`config.mk`:
```
export PLATFORM = sky130hd
export DESIGN_NAME = orcc_top
export DESIGN_NICKNAME = d
export VERILOG_FILES = /design/src/orcc_pkg.sv /design/src/orcc_top.sv /design/src/orcc_regfile.sv
export SDC_FILE = /design/constraint.sdc
export NUM_CORES = 1
export LEC_CHECK = 0
export BUFFER_PORTS_ARGS = -buffer_cell sky130_fd_sc_hd__buf_2
export CAP_MARGIN = 10
export CORE_UTILIZATION = 51
export CTS_CLUSTER_SIZE = 8
export DETAILED_ROUTE_END_ITERATION = 10
export GPL_TIMING_DRIVEN = 0
export PLACE_DENSITY_LB_ADDON = 0.08
export SYNTH_ARGS = -nofsm -noshare
export SYNTH_HDL_FRONTEND = slang
export SYNTH_HIERARCHICAL = 1
export SYNTH_SLANG_ARGS = --single-unit
```
`constraint.sdc`:
```
create_clock -name clock_in -period 12.5 [get_ports clock_in]
set_input_delay 1.25 -clock clock_in [delete_from_list [all_inputs] [get_ports clock_in]]
set_output_delay 1.25 -clock clock_in [all_outputs]
set_load 0.005 [all_outputs]
```
`src/orcc_pkg.sv`:
```
// Shared constants, command codes and carrier types for the rail configuration bank.
package orcc_pkg;

	// ************************************************************
	// Command codes and storage layout.
	// ************************************************************
	localparam logic [7:0] CMD_MARGIN_UP = 8'h25;
	localparam logic [7:0] CMD_MARGIN_DOWN = 8'h26;
	localparam logic [7:0] CMD_SLEW = 8'h27;
	localparam logic [7:0] CMD_LOAD_LINE = 8'h28;
	localparam logic [7:0] CMD_FLOOR = 8'h2B;
	localparam logic [7:0] CMD_DUTY = 8'h32;
	localparam logic [7:0] CMD_SW_RATE = 8'h33;
	localparam logic [7:0] CMD_VIN_ON = 8'h35;
	localparam logic [7:0] CMD_VIN_OFF = 8'h36;
	localparam logic [7:0] CMD_PHASE = 8'h37;
	localparam logic [7:0] CMD_IOUT_OFS = 8'h39;

	localparam int NUM_WORDS = 11;
	localparam int IDX_W = 4;
	localparam logic [IDX_W-1:0] IDX_MARGIN_UP = 4'h0;
	localparam logic [IDX_W-1:0] IDX_MARGIN_DOWN = 4'h1;
	localparam logic [IDX_W-1:0] IDX_SLEW = 4'h2;
	localparam logic [IDX_W-1:0] IDX_LOAD_LINE = 4'h3;
	localparam logic [IDX_W-1:0] IDX_FLOOR = 4'h4;
	localparam logic [IDX_W-1:0] IDX_DUTY = 4'h5;
	localparam logic [IDX_W-1:0] IDX_SW_RATE = 4'h6;
	localparam logic [IDX_W-1:0] IDX_VIN_ON = 4'h7;
	localparam logic [IDX_W-1:0] IDX_VIN_OFF = 4'h8;
	localparam logic [IDX_W-1:0] IDX_PHASE = 4'h9;
	localparam logic [IDX_W-1:0] IDX_IOUT_OFS = 4'hA;

	localparam logic [15:0] WORD_RESET = 16'h0000;
	localparam logic [15:0] UNMAPPED_READ = 16'h0000;

	// ************************************************************
	// Field positions.
	// ************************************************************
	localparam int GROUP_MSB = 11;
	localparam int GROUP_LSB = 8;
	localparam int COUNT_MSB = 7;
	localparam int COUNT_LSB = 4;
	localparam int POS_MSB = 3;
	localparam int POS_LSB = 0;
	localparam int LIN_MANT_MSB = 10;
	localparam int LIN_MANT_LSB = 0;

	// ************************************************************
	// Timing.
	// ************************************************************
	localparam int CLOCK_MHZ = 200;
	localparam int RAMP_TICK_NS = 1000;
	localparam int RAMP_TICK_CYC = (RAMP_TICK_NS * CLOCK_MHZ) / 1000;
	localparam logic [7:0] RAMP_TICK_LAST = 8'(RAMP_TICK_CYC - 1);

	// ************************************************************
	// Types.
	// ************************************************************
	typedef enum logic [1:0] {
		ORCC_SEL_NOMINAL = 2'h0,
		ORCC_SEL_UP = 2'h1,
		ORCC_SEL_DOWN = 2'h2
	} orcc_margin_t;

	typedef struct packed {
		logic [15:0] margin_up_target;
		logic [15:0] margin_down_target;
		logic [15:0] output_slew_rate;
		logic [15:0] load_line_slope;
		logic [15:0] output_floor;
		logic [15:0] duty_cycle_ceiling;
		logic [15:0] switching_rate;
		logic [15:0] input_turn_on_level;
		logic [15:0] input_turn_off_level;
		logic [15:0] phase_spread_setup;
		logic [15:0] current_reading_offset;
	} orcc_cfg_t;

	typedef struct packed {
		logic [3:0] group_id;
		logic [3:0] unit_count;
		logic [3:0] rail_position;
	} orcc_phase_t;

	// Maps a command code to its storage slot; valid is low for unmapped codes.
	function automatic logic [IDX_W:0] orcc_decode(input logic [7:0] code);
		logic [IDX_W:0] r;
		r = {1'b0, IDX_MARGIN_UP};
		case (code)
			CMD_MARGIN_UP: r = {1'b1, IDX_MARGIN_UP};
			CMD_MARGIN_DOWN: r = {1'b1, IDX_MARGIN_DOWN};
			CMD_SLEW: r = {1'b1, IDX_SLEW};
			CMD_LOAD_LINE: r = {1'b1, IDX_LOAD_LINE};
			CMD_FLOOR: r = {1'b1, IDX_FLOOR};
			CMD_DUTY: r = {1'b1, IDX_DUTY};
			CMD_SW_RATE: r = {1'b1, IDX_SW_RATE};
			CMD_VIN_ON: r = {1'b1, IDX_VIN_ON};
			CMD_VIN_OFF: r = {1'b1, IDX_VIN_OFF};
			CMD_PHASE: r = {1'b1, IDX_PHASE};
			CMD_IOUT_OFS: r = {1'b1, IDX_IOUT_OFS};
			default: r = {1'b0, IDX_MARGIN_UP};
		endcase
		return r;
	endfunction

endpackage

```
`src/orcc_top.sv`:
```
// Output rail configuration bank: command port, target selection, clamp, ramp and readouts.
`timescale 1ns/1ps
module orcc_top (
	// Clock and reset.
	input wire logic clock_in,
	input wire logic resetn_in,
	// Command port.
	input wire logic cmd_start_in,
	input wire logic cmd_write_in,
	input wire logic [7:0] cmd_code_in,
	input wire logic byte_valid_in,
	input wire logic [7:0] byte_in,
	input wire logic byte_req_in,
	output logic [7:0] byte_out,
	output logic byte_valid_out,
	output logic cmd_busy_out,
	output logic cmd_unknown_out,
	// Operating inputs.
	input wire orcc_pkg::orcc_margin_t margin_sel_in,
	input wire logic [15:0] nominal_target_in,
	input wire logic [15:0] trim_in,
	input wire logic [4:0] vout_exponent_in,
	input wire logic [15:0] vin_meas_in,
	input wire logic [15:0] iout_raw_in,
	// Rail control outputs.
	output logic [15:0] rail_target_out,
	output logic [4:0] vout_exponent_out,
	output logic floor_warn_out,
	output logic conversion_on_out,
	output logic [15:0] load_line_slope_out,
	output logic [15:0] duty_cycle_ceiling_out,
	output logic [15:0] switching_rate_out,
	output orcc_pkg::orcc_phase_t phase_out,
	output logic [15:0] iout_report_out
);
	import orcc_pkg::*;

	// ************************************************************
	// Command port state machine.
	// ************************************************************
	typedef enum logic [4:0] {
		ORCC_IDLE = 5'h01,
		ORCC_WR_LO = 5'h02,
		ORCC_WR_HI = 5'h04,
		ORCC_RD_LO = 5'h08,
		ORCC_RD_HI = 5'h10
	} orcc_state_t;

	orcc_state_t state_q;
	logic [IDX_W:0] dec;
	logic [IDX_W-1:0] idx_q;
	logic known_q;
	logic [7:0] lo_q;
	logic wr_en;
	logic [15:0] wr_data;
	logic [15:0] rd_data;
	orcc_cfg_t cfg;

	assign dec = orcc_decode(cmd_code_in);
	// Unknown codes are walked through the byte sequence but never stored.
	assign wr_en = (state_q == ORCC_WR_HI) && byte_valid_in && known_q;
	assign wr_data = {byte_in, lo_q};

	always_ff @(posedge clock_in or negedge resetn_in) begin
		if (!resetn_in) begin
			state_q <= ORCC_IDLE;
		end else begin
			unique case (state_q)
				ORCC_IDLE: begin
					if (cmd_start_in) begin
						state_q <= cmd_write_in ? ORCC_WR_LO : ORCC_RD_LO;
					end
				end
				ORCC_WR_LO: begin
					if (byte_valid_in) begin
						state_q <= ORCC_WR_HI;
					end
				end
				ORCC_WR_HI: begin
					if (byte_valid_in) begin
						state_q <= ORCC_IDLE;
					end
				end
				ORCC_RD_LO: begin
					if (byte_req_in) begin
						state_q <= ORCC_RD_HI;
					end
				end
				ORCC_RD_HI: begin
					if (byte_req_in) begin
						state_q <= ORCC_IDLE;
					end
				end
				default: begin
					state_q <= ORCC_IDLE;
				end
			endcase
		end
	end

	// ************************************************************
	// Transaction capture.
	// ************************************************************
	// Captures the decoded slot at the start of a transaction.
	always_ff @(posedge clock_in or negedge resetn_in) begin
		if (!resetn_in) begin
			idx_q <= IDX_MARGIN_UP;
			known_q <= 1'b0;
		end else if (state_q == ORCC_IDLE && cmd_start_in) begin
			idx_q <= dec[IDX_W-1:0];
			known_q <= dec[IDX_W];
		end
	end

	// ************************************************************
	// Write byte path.
	// ************************************************************
	// Low byte arrives first and waits for its partner.
	always_ff @(posedge clock_in or negedge resetn_in) begin
		if (!resetn_in) begin
			lo_q <= 8'h00;
		end else if (state_q == ORCC_WR_LO && byte_valid_in) begin
			lo_q <= byte_in;
		end
	end

	// ************************************************************
	// Read byte path.
	// ************************************************************
	// Read bytes, low first, one per request.
	always_ff @(posedge clock_in or negedge resetn_in) begin
		if (!resetn_in) begin
			byte_out <= 8'h00;
			byte_valid_out <= 1'b0;
		end else begin
			byte_valid_out <= 1'b0;
			if (state_q == ORCC_RD_LO && byte_req_in) begin
				byte_out <= known_q ? rd_data[7:0] : UNMAPPED_READ[7:0];
				byte_valid_out <= 1'b1;
			end else if (state_q == ORCC_RD_HI && byte_req_in) begin
				byte_out <= known_q ? rd_data[15:8] : UNMAPPED_READ[15:8];
				byte_valid_out <= 1'b1;
			end
		end
	end

	// ************************************************************
	// Status flags.
	// ************************************************************
	// Busy level and unknown-code pulse.
	always_ff @(posedge clock_in or negedge resetn_in) begin
		if (!resetn_in) begin
			cmd_busy_out <= 1'b0;
			cmd_unknown_out <= 1'b0;
		end else begin
			cmd_unknown_out <= (state_q == ORCC_IDLE) && cmd_start_in && !dec[IDX_W];
			if (state_q == ORCC_IDLE) begin
				cmd_busy_out <= cmd_start_in;
			end else if ((state_q == ORCC_WR_HI && byte_valid_in) ||
					(state_q == ORCC_RD_HI && byte_req_in)) begin
				cmd_busy_out <= 1'b0;
			end
		end
	end

	// ************************************************************
	// Configuration storage.
	// ************************************************************
	orcc_regfile u_regfile (
		.clock_in(clock_in),
		.resetn_in(resetn_in),
		.wr_en_in(wr_en),
		.wr_idx_in(idx_q),
		.wr_data_in(wr_data),
		.rd_idx_in(idx_q),
		.rd_data_out(rd_data),
		.cfg_out(cfg)
	);

	// ************************************************************
	// Target selection and floor clamp.
	// ************************************************************
	logic [15:0] sel_target;
	logic signed [17:0] sum_target;
	logic [15:0] pos_target;
	logic below_floor;
	logic [15:0] eff_target;

	always_comb begin
		unique case (margin_sel_in)
			ORCC_SEL_UP: sel_target = cfg.margin_up_target;
			ORCC_SEL_DOWN: sel_target = cfg.margin_down_target;
			default: sel_target = nominal_target_in;
		endcase
	end

	// Trim is a signed mantissa on the same exponent as the target.
	assign sum_target = $signed({2'b00, sel_target}) + $signed({{2{trim_in[15]}}, trim_in});

	// Saturation keeps a large negative trim from wrapping to a high target.
	always_comb begin
		if (sum_target < 0) begin
			pos_target = 16'h0000;
		end else if (sum_target > 18'sh0FFFF) begin
			pos_target = 16'hFFFF;
		end else begin
			pos_target = sum_target[15:0];
		end
	end

	assign below_floor = pos_target < cfg.output_floor;
	assign eff_target = below_floor ? cfg.output_floor : pos_target;

	// ************************************************************
	// Floor warning.
	// ************************************************************
	// Warning level only; nothing here reaches a fault path.
	always_ff @(posedge clock_in or negedge resetn_in) begin
		if (!resetn_in) begin
			floor_warn_out <= 1'b0;
		end else begin
			floor_warn_out <= below_floor;
		end
	end

	// ************************************************************
	// Slew-limited ramp toward the effective target.
	// ************************************************************
	logic [7:0] tick_q;
	logic tick;
	logic [15:0] step;
	logic [15:0] gap;

	assign tick = tick_q == RAMP_TICK_LAST;
	assign step = {5'h00, cfg.output_slew_rate[LIN_MANT_MSB:LIN_MANT_LSB]};
	assign gap = (rail_target_out > eff_target) ? (rail_target_out - eff_target) :
		(eff_target - rail_target_out);

	always_ff @(posedge clock_in or negedge resetn_in) begin
		if (!resetn_in) begin
			tick_q <= 8'h00;
		end else begin
			tick_q <= tick ? 8'h00 : tick_q + 8'h01;
		end
	end

	// ************************************************************
	// Rail step.
	// ************************************************************
	// A zero slew step moves the rail in one tick.
	always_ff @(posedge clock_in or negedge resetn_in) begin
		if (!resetn_in) begin
			rail_target_out <= 16'h0000;
		end else if (tick) begin
			if (step == 16'h0000 || gap <= step) begin
				rail_target_out <= eff_target;
			end else if (rail_target_out < eff_target) begin
				rail_target_out <= rail_target_out + step;
			end else begin
				rail_target_out <= rail_target_out - step;
			end
		end
	end

	// ************************************************************
	// Output-mode exponent.
	// ************************************************************
	always_ff @(posedge clock_in or negedge resetn_in) begin
		if (!resetn_in) begin
			vout_exponent_out <= 5'h00;
		end else begin
			vout_exponent_out <= vout_exponent_in;
		end
	end

	// ************************************************************
	// Input voltage turn-on and turn-off.
	// ************************************************************
	always_ff @(posedge clock_in or negedge resetn_in) begin
		if (!resetn_in) begin
			conversion_on_out <= 1'b0;
		end else if (!conversion_on_out) begin
			if (vin_meas_in >= cfg.input_turn_on_level) begin
				conversion_on_out <= 1'b1;
			end
		end else if (vin_meas_in <= cfg.input_turn_off_level) begin
			conversion_on_out <= 1'b0;
		end
	end

	// ************************************************************
	// Switching settings and interleave fields.
	// ************************************************************
	always_ff @(posedge clock_in or negedge resetn_in) begin
		if (!resetn_in) begin
			load_line_slope_out <= WORD_RESET;
			duty_cycle_ceiling_out <= WORD_RESET;
			switching_rate_out <= WORD_RESET;
		end else begin
			load_line_slope_out <= cfg.load_line_slope;
			duty_cycle_ceiling_out <= cfg.duty_cycle_ceiling;
			switching_rate_out <= cfg.switching_rate;
		end
	end

	always_ff @(posedge clock_in or negedge resetn_in) begin
		if (!resetn_in) begin
			phase_out <= '0;
		end else begin
			phase_out.group_id <= cfg.phase_spread_setup[GROUP_MSB:GROUP_LSB];
			phase_out.unit_count <= cfg.phase_spread_setup[COUNT_MSB:COUNT_LSB];
			phase_out.rail_position <= cfg.phase_spread_setup[POS_MSB:POS_LSB];
		end
	end

	// ************************************************************
	// Output current reporting.
	// ************************************************************
	always_ff @(posedge clock_in or negedge resetn_in) begin
		if (!resetn_in) begin
			iout_report_out <= 16'h0000;
		end else begin
			iout_report_out <= iout_raw_in + cfg.current_reading_offset;
		end
	end

endmodule

```
`src/orcc_regfile.sv`:
```
// Word storage for the configuration bank with a registered read port.
`timescale 1ns/1ps
module orcc_regfile (
	// Clock and reset.
	input wire logic clock_in,
	input wire logic resetn_in,
	// Write port.
	input wire logic wr_en_in,
	input wire logic [orcc_pkg::IDX_W-1:0] wr_idx_in,
	input wire logic [15:0] wr_data_in,
	// Read port.
	input wire logic [orcc_pkg::IDX_W-1:0] rd_idx_in,
	output logic [15:0] rd_data_out,
	// Whole bank.
	output orcc_pkg::orcc_cfg_t cfg_out
);
	import orcc_pkg::*;

	logic [15:0] mem_q [0:NUM_WORDS-1];

	// ************************************************************
	// Storage.
	// ************************************************************
	always_ff @(posedge clock_in or negedge resetn_in) begin
		if (!resetn_in) begin
			for (int i = 0; i < NUM_WORDS; i++) begin
				mem_q[i] <= WORD_RESET;
			end
		end else if (wr_en_in) begin
			mem_q[wr_idx_in] <= wr_data_in;
		end
	end

	// ************************************************************
	// Registered read.
	// ************************************************************
	always_ff @(posedge clock_in or negedge resetn_in) begin
		if (!resetn_in) begin
			rd_data_out <= WORD_RESET;
		end else if (32'(rd_idx_in) < NUM_WORDS) begin
			rd_data_out <= mem_q[rd_idx_in];
		end else begin
			rd_data_out <= UNMAPPED_READ;
		end
	end

	assign cfg_out = '{
		margin_up_target: mem_q[IDX_MARGIN_UP],
		margin_down_target: mem_q[IDX_MARGIN_DOWN],
		output_slew_rate: mem_q[IDX_SLEW],
		load_line_slope: mem_q[IDX_LOAD_LINE],
		output_floor: mem_q[IDX_FLOOR],
		duty_cycle_ceiling: mem_q[IDX_DUTY],
		switching_rate: mem_q[IDX_SW_RATE],
		input_turn_on_level: mem_q[IDX_VIN_ON],
		input_turn_off_level: mem_q[IDX_VIN_OFF],
		phase_spread_setup: mem_q[IDX_PHASE],
		current_reading_offset: mem_q[IDX_IOUT_OFS]
	};

endmodule

```
==> run summary <==
Period utilisation layout = 0.958
Pin count of the biggest net entering global routing = 115
Multi-input logic area = 10,500 sq um
Clk slew on worst S/H paths = 0.05 ns
Total track usage = 0.297
Reg2Reg Launch Point = u_regfile/cfg_out[144]
Cell Area, Synth = 19,500 sq um
CP delay by family, top = compound AO/OA/AOI/OAI gates
Clk Latency, worst-skew pair = 0.58 ns
Setup skew after layout = 0.0182 ns
Launching element type of the critical path = input pin
Cells after Synth = 1,810
Final setup vio count = 0
Mapped Avg Cell Area = 10.8 sq um
Place WS = -2.64 ns
Die Width = 198 um
Setup Crit Path Kind = in2reg
Syn_nets = 2,045
Die area = 39,100 sq um
Crit-path max FO = 10
Worst rel slew slack = 0.394
Boundary Pins = 203
Post-route ant nets = 0
Fillers = 3,292
Crit path largest cell delay = 0.46 ns
# Max-Cap Violations = 0
CP Buf/Inv Count = 9
Global-route wire length before repair = 87,600 um
DR WL/cell = 22.1 um
Crit. End Element = flip-flop
DR iter-0 viols = 898
Post-layout nets = 2,293
Peak supply drop = 0.000102 V
Fin crit period = 11.97 ns
Die Span Y = 198 um
Worst slew pin tran = 0.909 ns
Core ar. = 37,700 sq um
Yosys top cell by area = dfrtp_1
Crit-path slowest cell = or3_4
Max Slew Vio Count = 0
Vias per cell = 5.84
Port bufs = 199
Vias in the first global route = 14,907
Synth cell types = 86
DR pass1 iterations = 5
Remaining Overflow, GRT = 0
CTS max path bufs = 3
Critical hold path startpoint = u_regfile/cfg_out[75]
Clock Tree Root = clkbuf_16
Pwr dens = 146 nW/um^2
CTS tree = built
DP Wirelength = 44,200 um
Synth top area share = 0.419
Vias = 15,071
Hold Violations, Final = 0
CP dominant cell by count = o21a_1
GPL Wtd Cong = 0.909
Count leader, synth = dfrtp_1
Seq. cell area = 8210 sq um
Critical path startpoint = margin_sel_in[1]
Number of synthesized register bits = 328
Post-synth top flop = dfrtp_1
Fin worst setup slack = 0.526 ns
Asr flop ratio synth = 1.00
FMAX = 0.0835 GHz
Layout cells sized above 1 = 0.271
Synthesis warning total = 6
Num CTS Buffers = 47
Total Routed Length = 57,100 um
Crit path DAT = 12.40 ns
Sink Count = 328
Total power = 0.00332 W
Initial antenna violation count = 0
Register area share after synthesis = 0.420
Leak = 11.1 nW
Util after Layout = 0.603
Worst EP required = 12.92 ns
Drc violations = 0
Deepest level of the CTS H-tree = 2
Outcome = completed
Initial core utilization = 0.519
Area contributors post-synth = dfrtp_1 42%, mux2_2 11%, ha_1 8.8%
Number of flops mapped to enable cells by yosys = 0
P&R area growth vs syn = 16.3%
Worst Hold Class = reg2reg
FP Rows = 71
Top post-synthesis cells by count = 327 x dfrtp_1, 195 x mux2_2, 138 x ha_1
[logic make-up after synthesis]
group / after synthesis / synth area share
compound gates: 439 / 0.154
flops: 328 / 0.420
simple gates: 327 / 0.0868
mux: 278 / 0.166
buf+inv: 228 / 0.0500
fa+ha+maj: 143 / 0.0930
xor+xnor: 67 / 0.0300
[what timing repair did]
action / 4_1_cts / 5_1_grt
setup buffers: 2 / 2
resized for setup: 32 / 34
hold buffers: 0 / 0
endpoints found under the setup margin: 16 / 16
pin swaps: 4 / 9
gates cloned: 0 / 0
hold endpoints to repair: 0 / 0
[final timing paths]
check / end / slack (ns) / cells past startpoint
worst min register to register: switching_rate_out[11] / 0.39 / 0
worst max register to register: rail_target_out[14] / 1.38 / 52
max in group asynchronous: load_line_slope_out[12] / 10.65 / 2
worst max-delay path: rail_target_out[14] / 0.53 / 56
worst min-delay path: switching_rate_out[11] / 0.39 / 0
min in group asynchronous: state_q[1] / 0.77 / 1
[report_power, final]
group / total (W) / internal [W] / switching [W] / leakage [nW]
Clock: 0.00115 / 0.000691 / 0.000456 / 0.618
Sequential: 0.00115 / 0.00111 / 0.0000375 / 4.43
Combinational: 0.00102 / 0.000402 / 0.000622 / 6.04
Total: 0.00332 / 0.00221 / 0.00112 / 11.1
[flip-flops by register name, indices dropped and copies added (netlist names)]
register and count:
u_regfile/cfg_out 176, duty_cycle_ceiling_out 16, iout_report_out 16, load_line_slope_out 16
rail_target_out 16, switching_rate_out 16, u_regfile/rd_data_out 16, phase_out 12
byte_out 8, lo_q 8, tick_q 8, state_q 5
vout_exponent_out 5, idx_q 4, byte_valid_out 1, cmd_busy_out 1
cmd_unknown_out 1, conversion_on_out 1, floor_warn_out 1, known_q 1
[cell type report]
cell class                      instances  share of cell area
Multi-Input combinational cell       1254               0.462
Sequential cell                       328               0.361
Clock buffer                           56              0.0533
Timing Repair Buffer                  205              0.0480
Tap cell                              511              0.0282
Buffer                                 92              0.0224
Inverter                              130              0.0215
Clock inverter                          3             0.00259
Antenna cell                            1            0.000110
[worst register-to-register path: cells and delay by family (launching register included)]
kind | cells | cell delay (ns)
AOI/OAI and AO/OA | 31 | 5.70
muxes | 2 | 0.65
xor gates and xnor gates | 1 | 0.19
buffers and inverters | 6 | 1.15
and+or+nand+nor | 7 | 1.36
DFF | 1 | 0.40
adders and majority gates | 5 | 1.55
[metal layers]
metal / vias up / track usage / routed length (um)
met1: 7528 / 0.439 / 27100
met3: 74 / 0.0479 / 3230
met2: 422 / 0.447 / 25500
li1: 7047 / - / -
met5: - / 0 / 0
met4: 0 / 0.0856 / 1310
[placed cells by master, fill, tap and decap left out, types with 55 or more instances in the layout]
master	synthesis	layout
o21ai_0	91	84
ha_1	138	134
mux2i_1	64	63
clkbuf_1	61	56
nand2_1	97	97
inv_1	130	130
nor2_1	56	55
buf_2	19	215
a21oi_1	81	77
mux2_2	195	195
a21o_1	60	60
dfrtp_1	327	327
[per-stage QoR]
stage	hold slack [ns]	instance area (sq um)	TNS, ns	std cells
detailed placement	0.384	21200	-40.03	2522
global placement	0.379	21200	-40.35	2520
CTS	0.395	22600	0	2581
floorplan	0.365	19500	0	1810
global route	0.405	22700	-0.00793	2579
finish	0.393	22700	0	2580
Note: power is estimated with default switching activity, not from simulation.
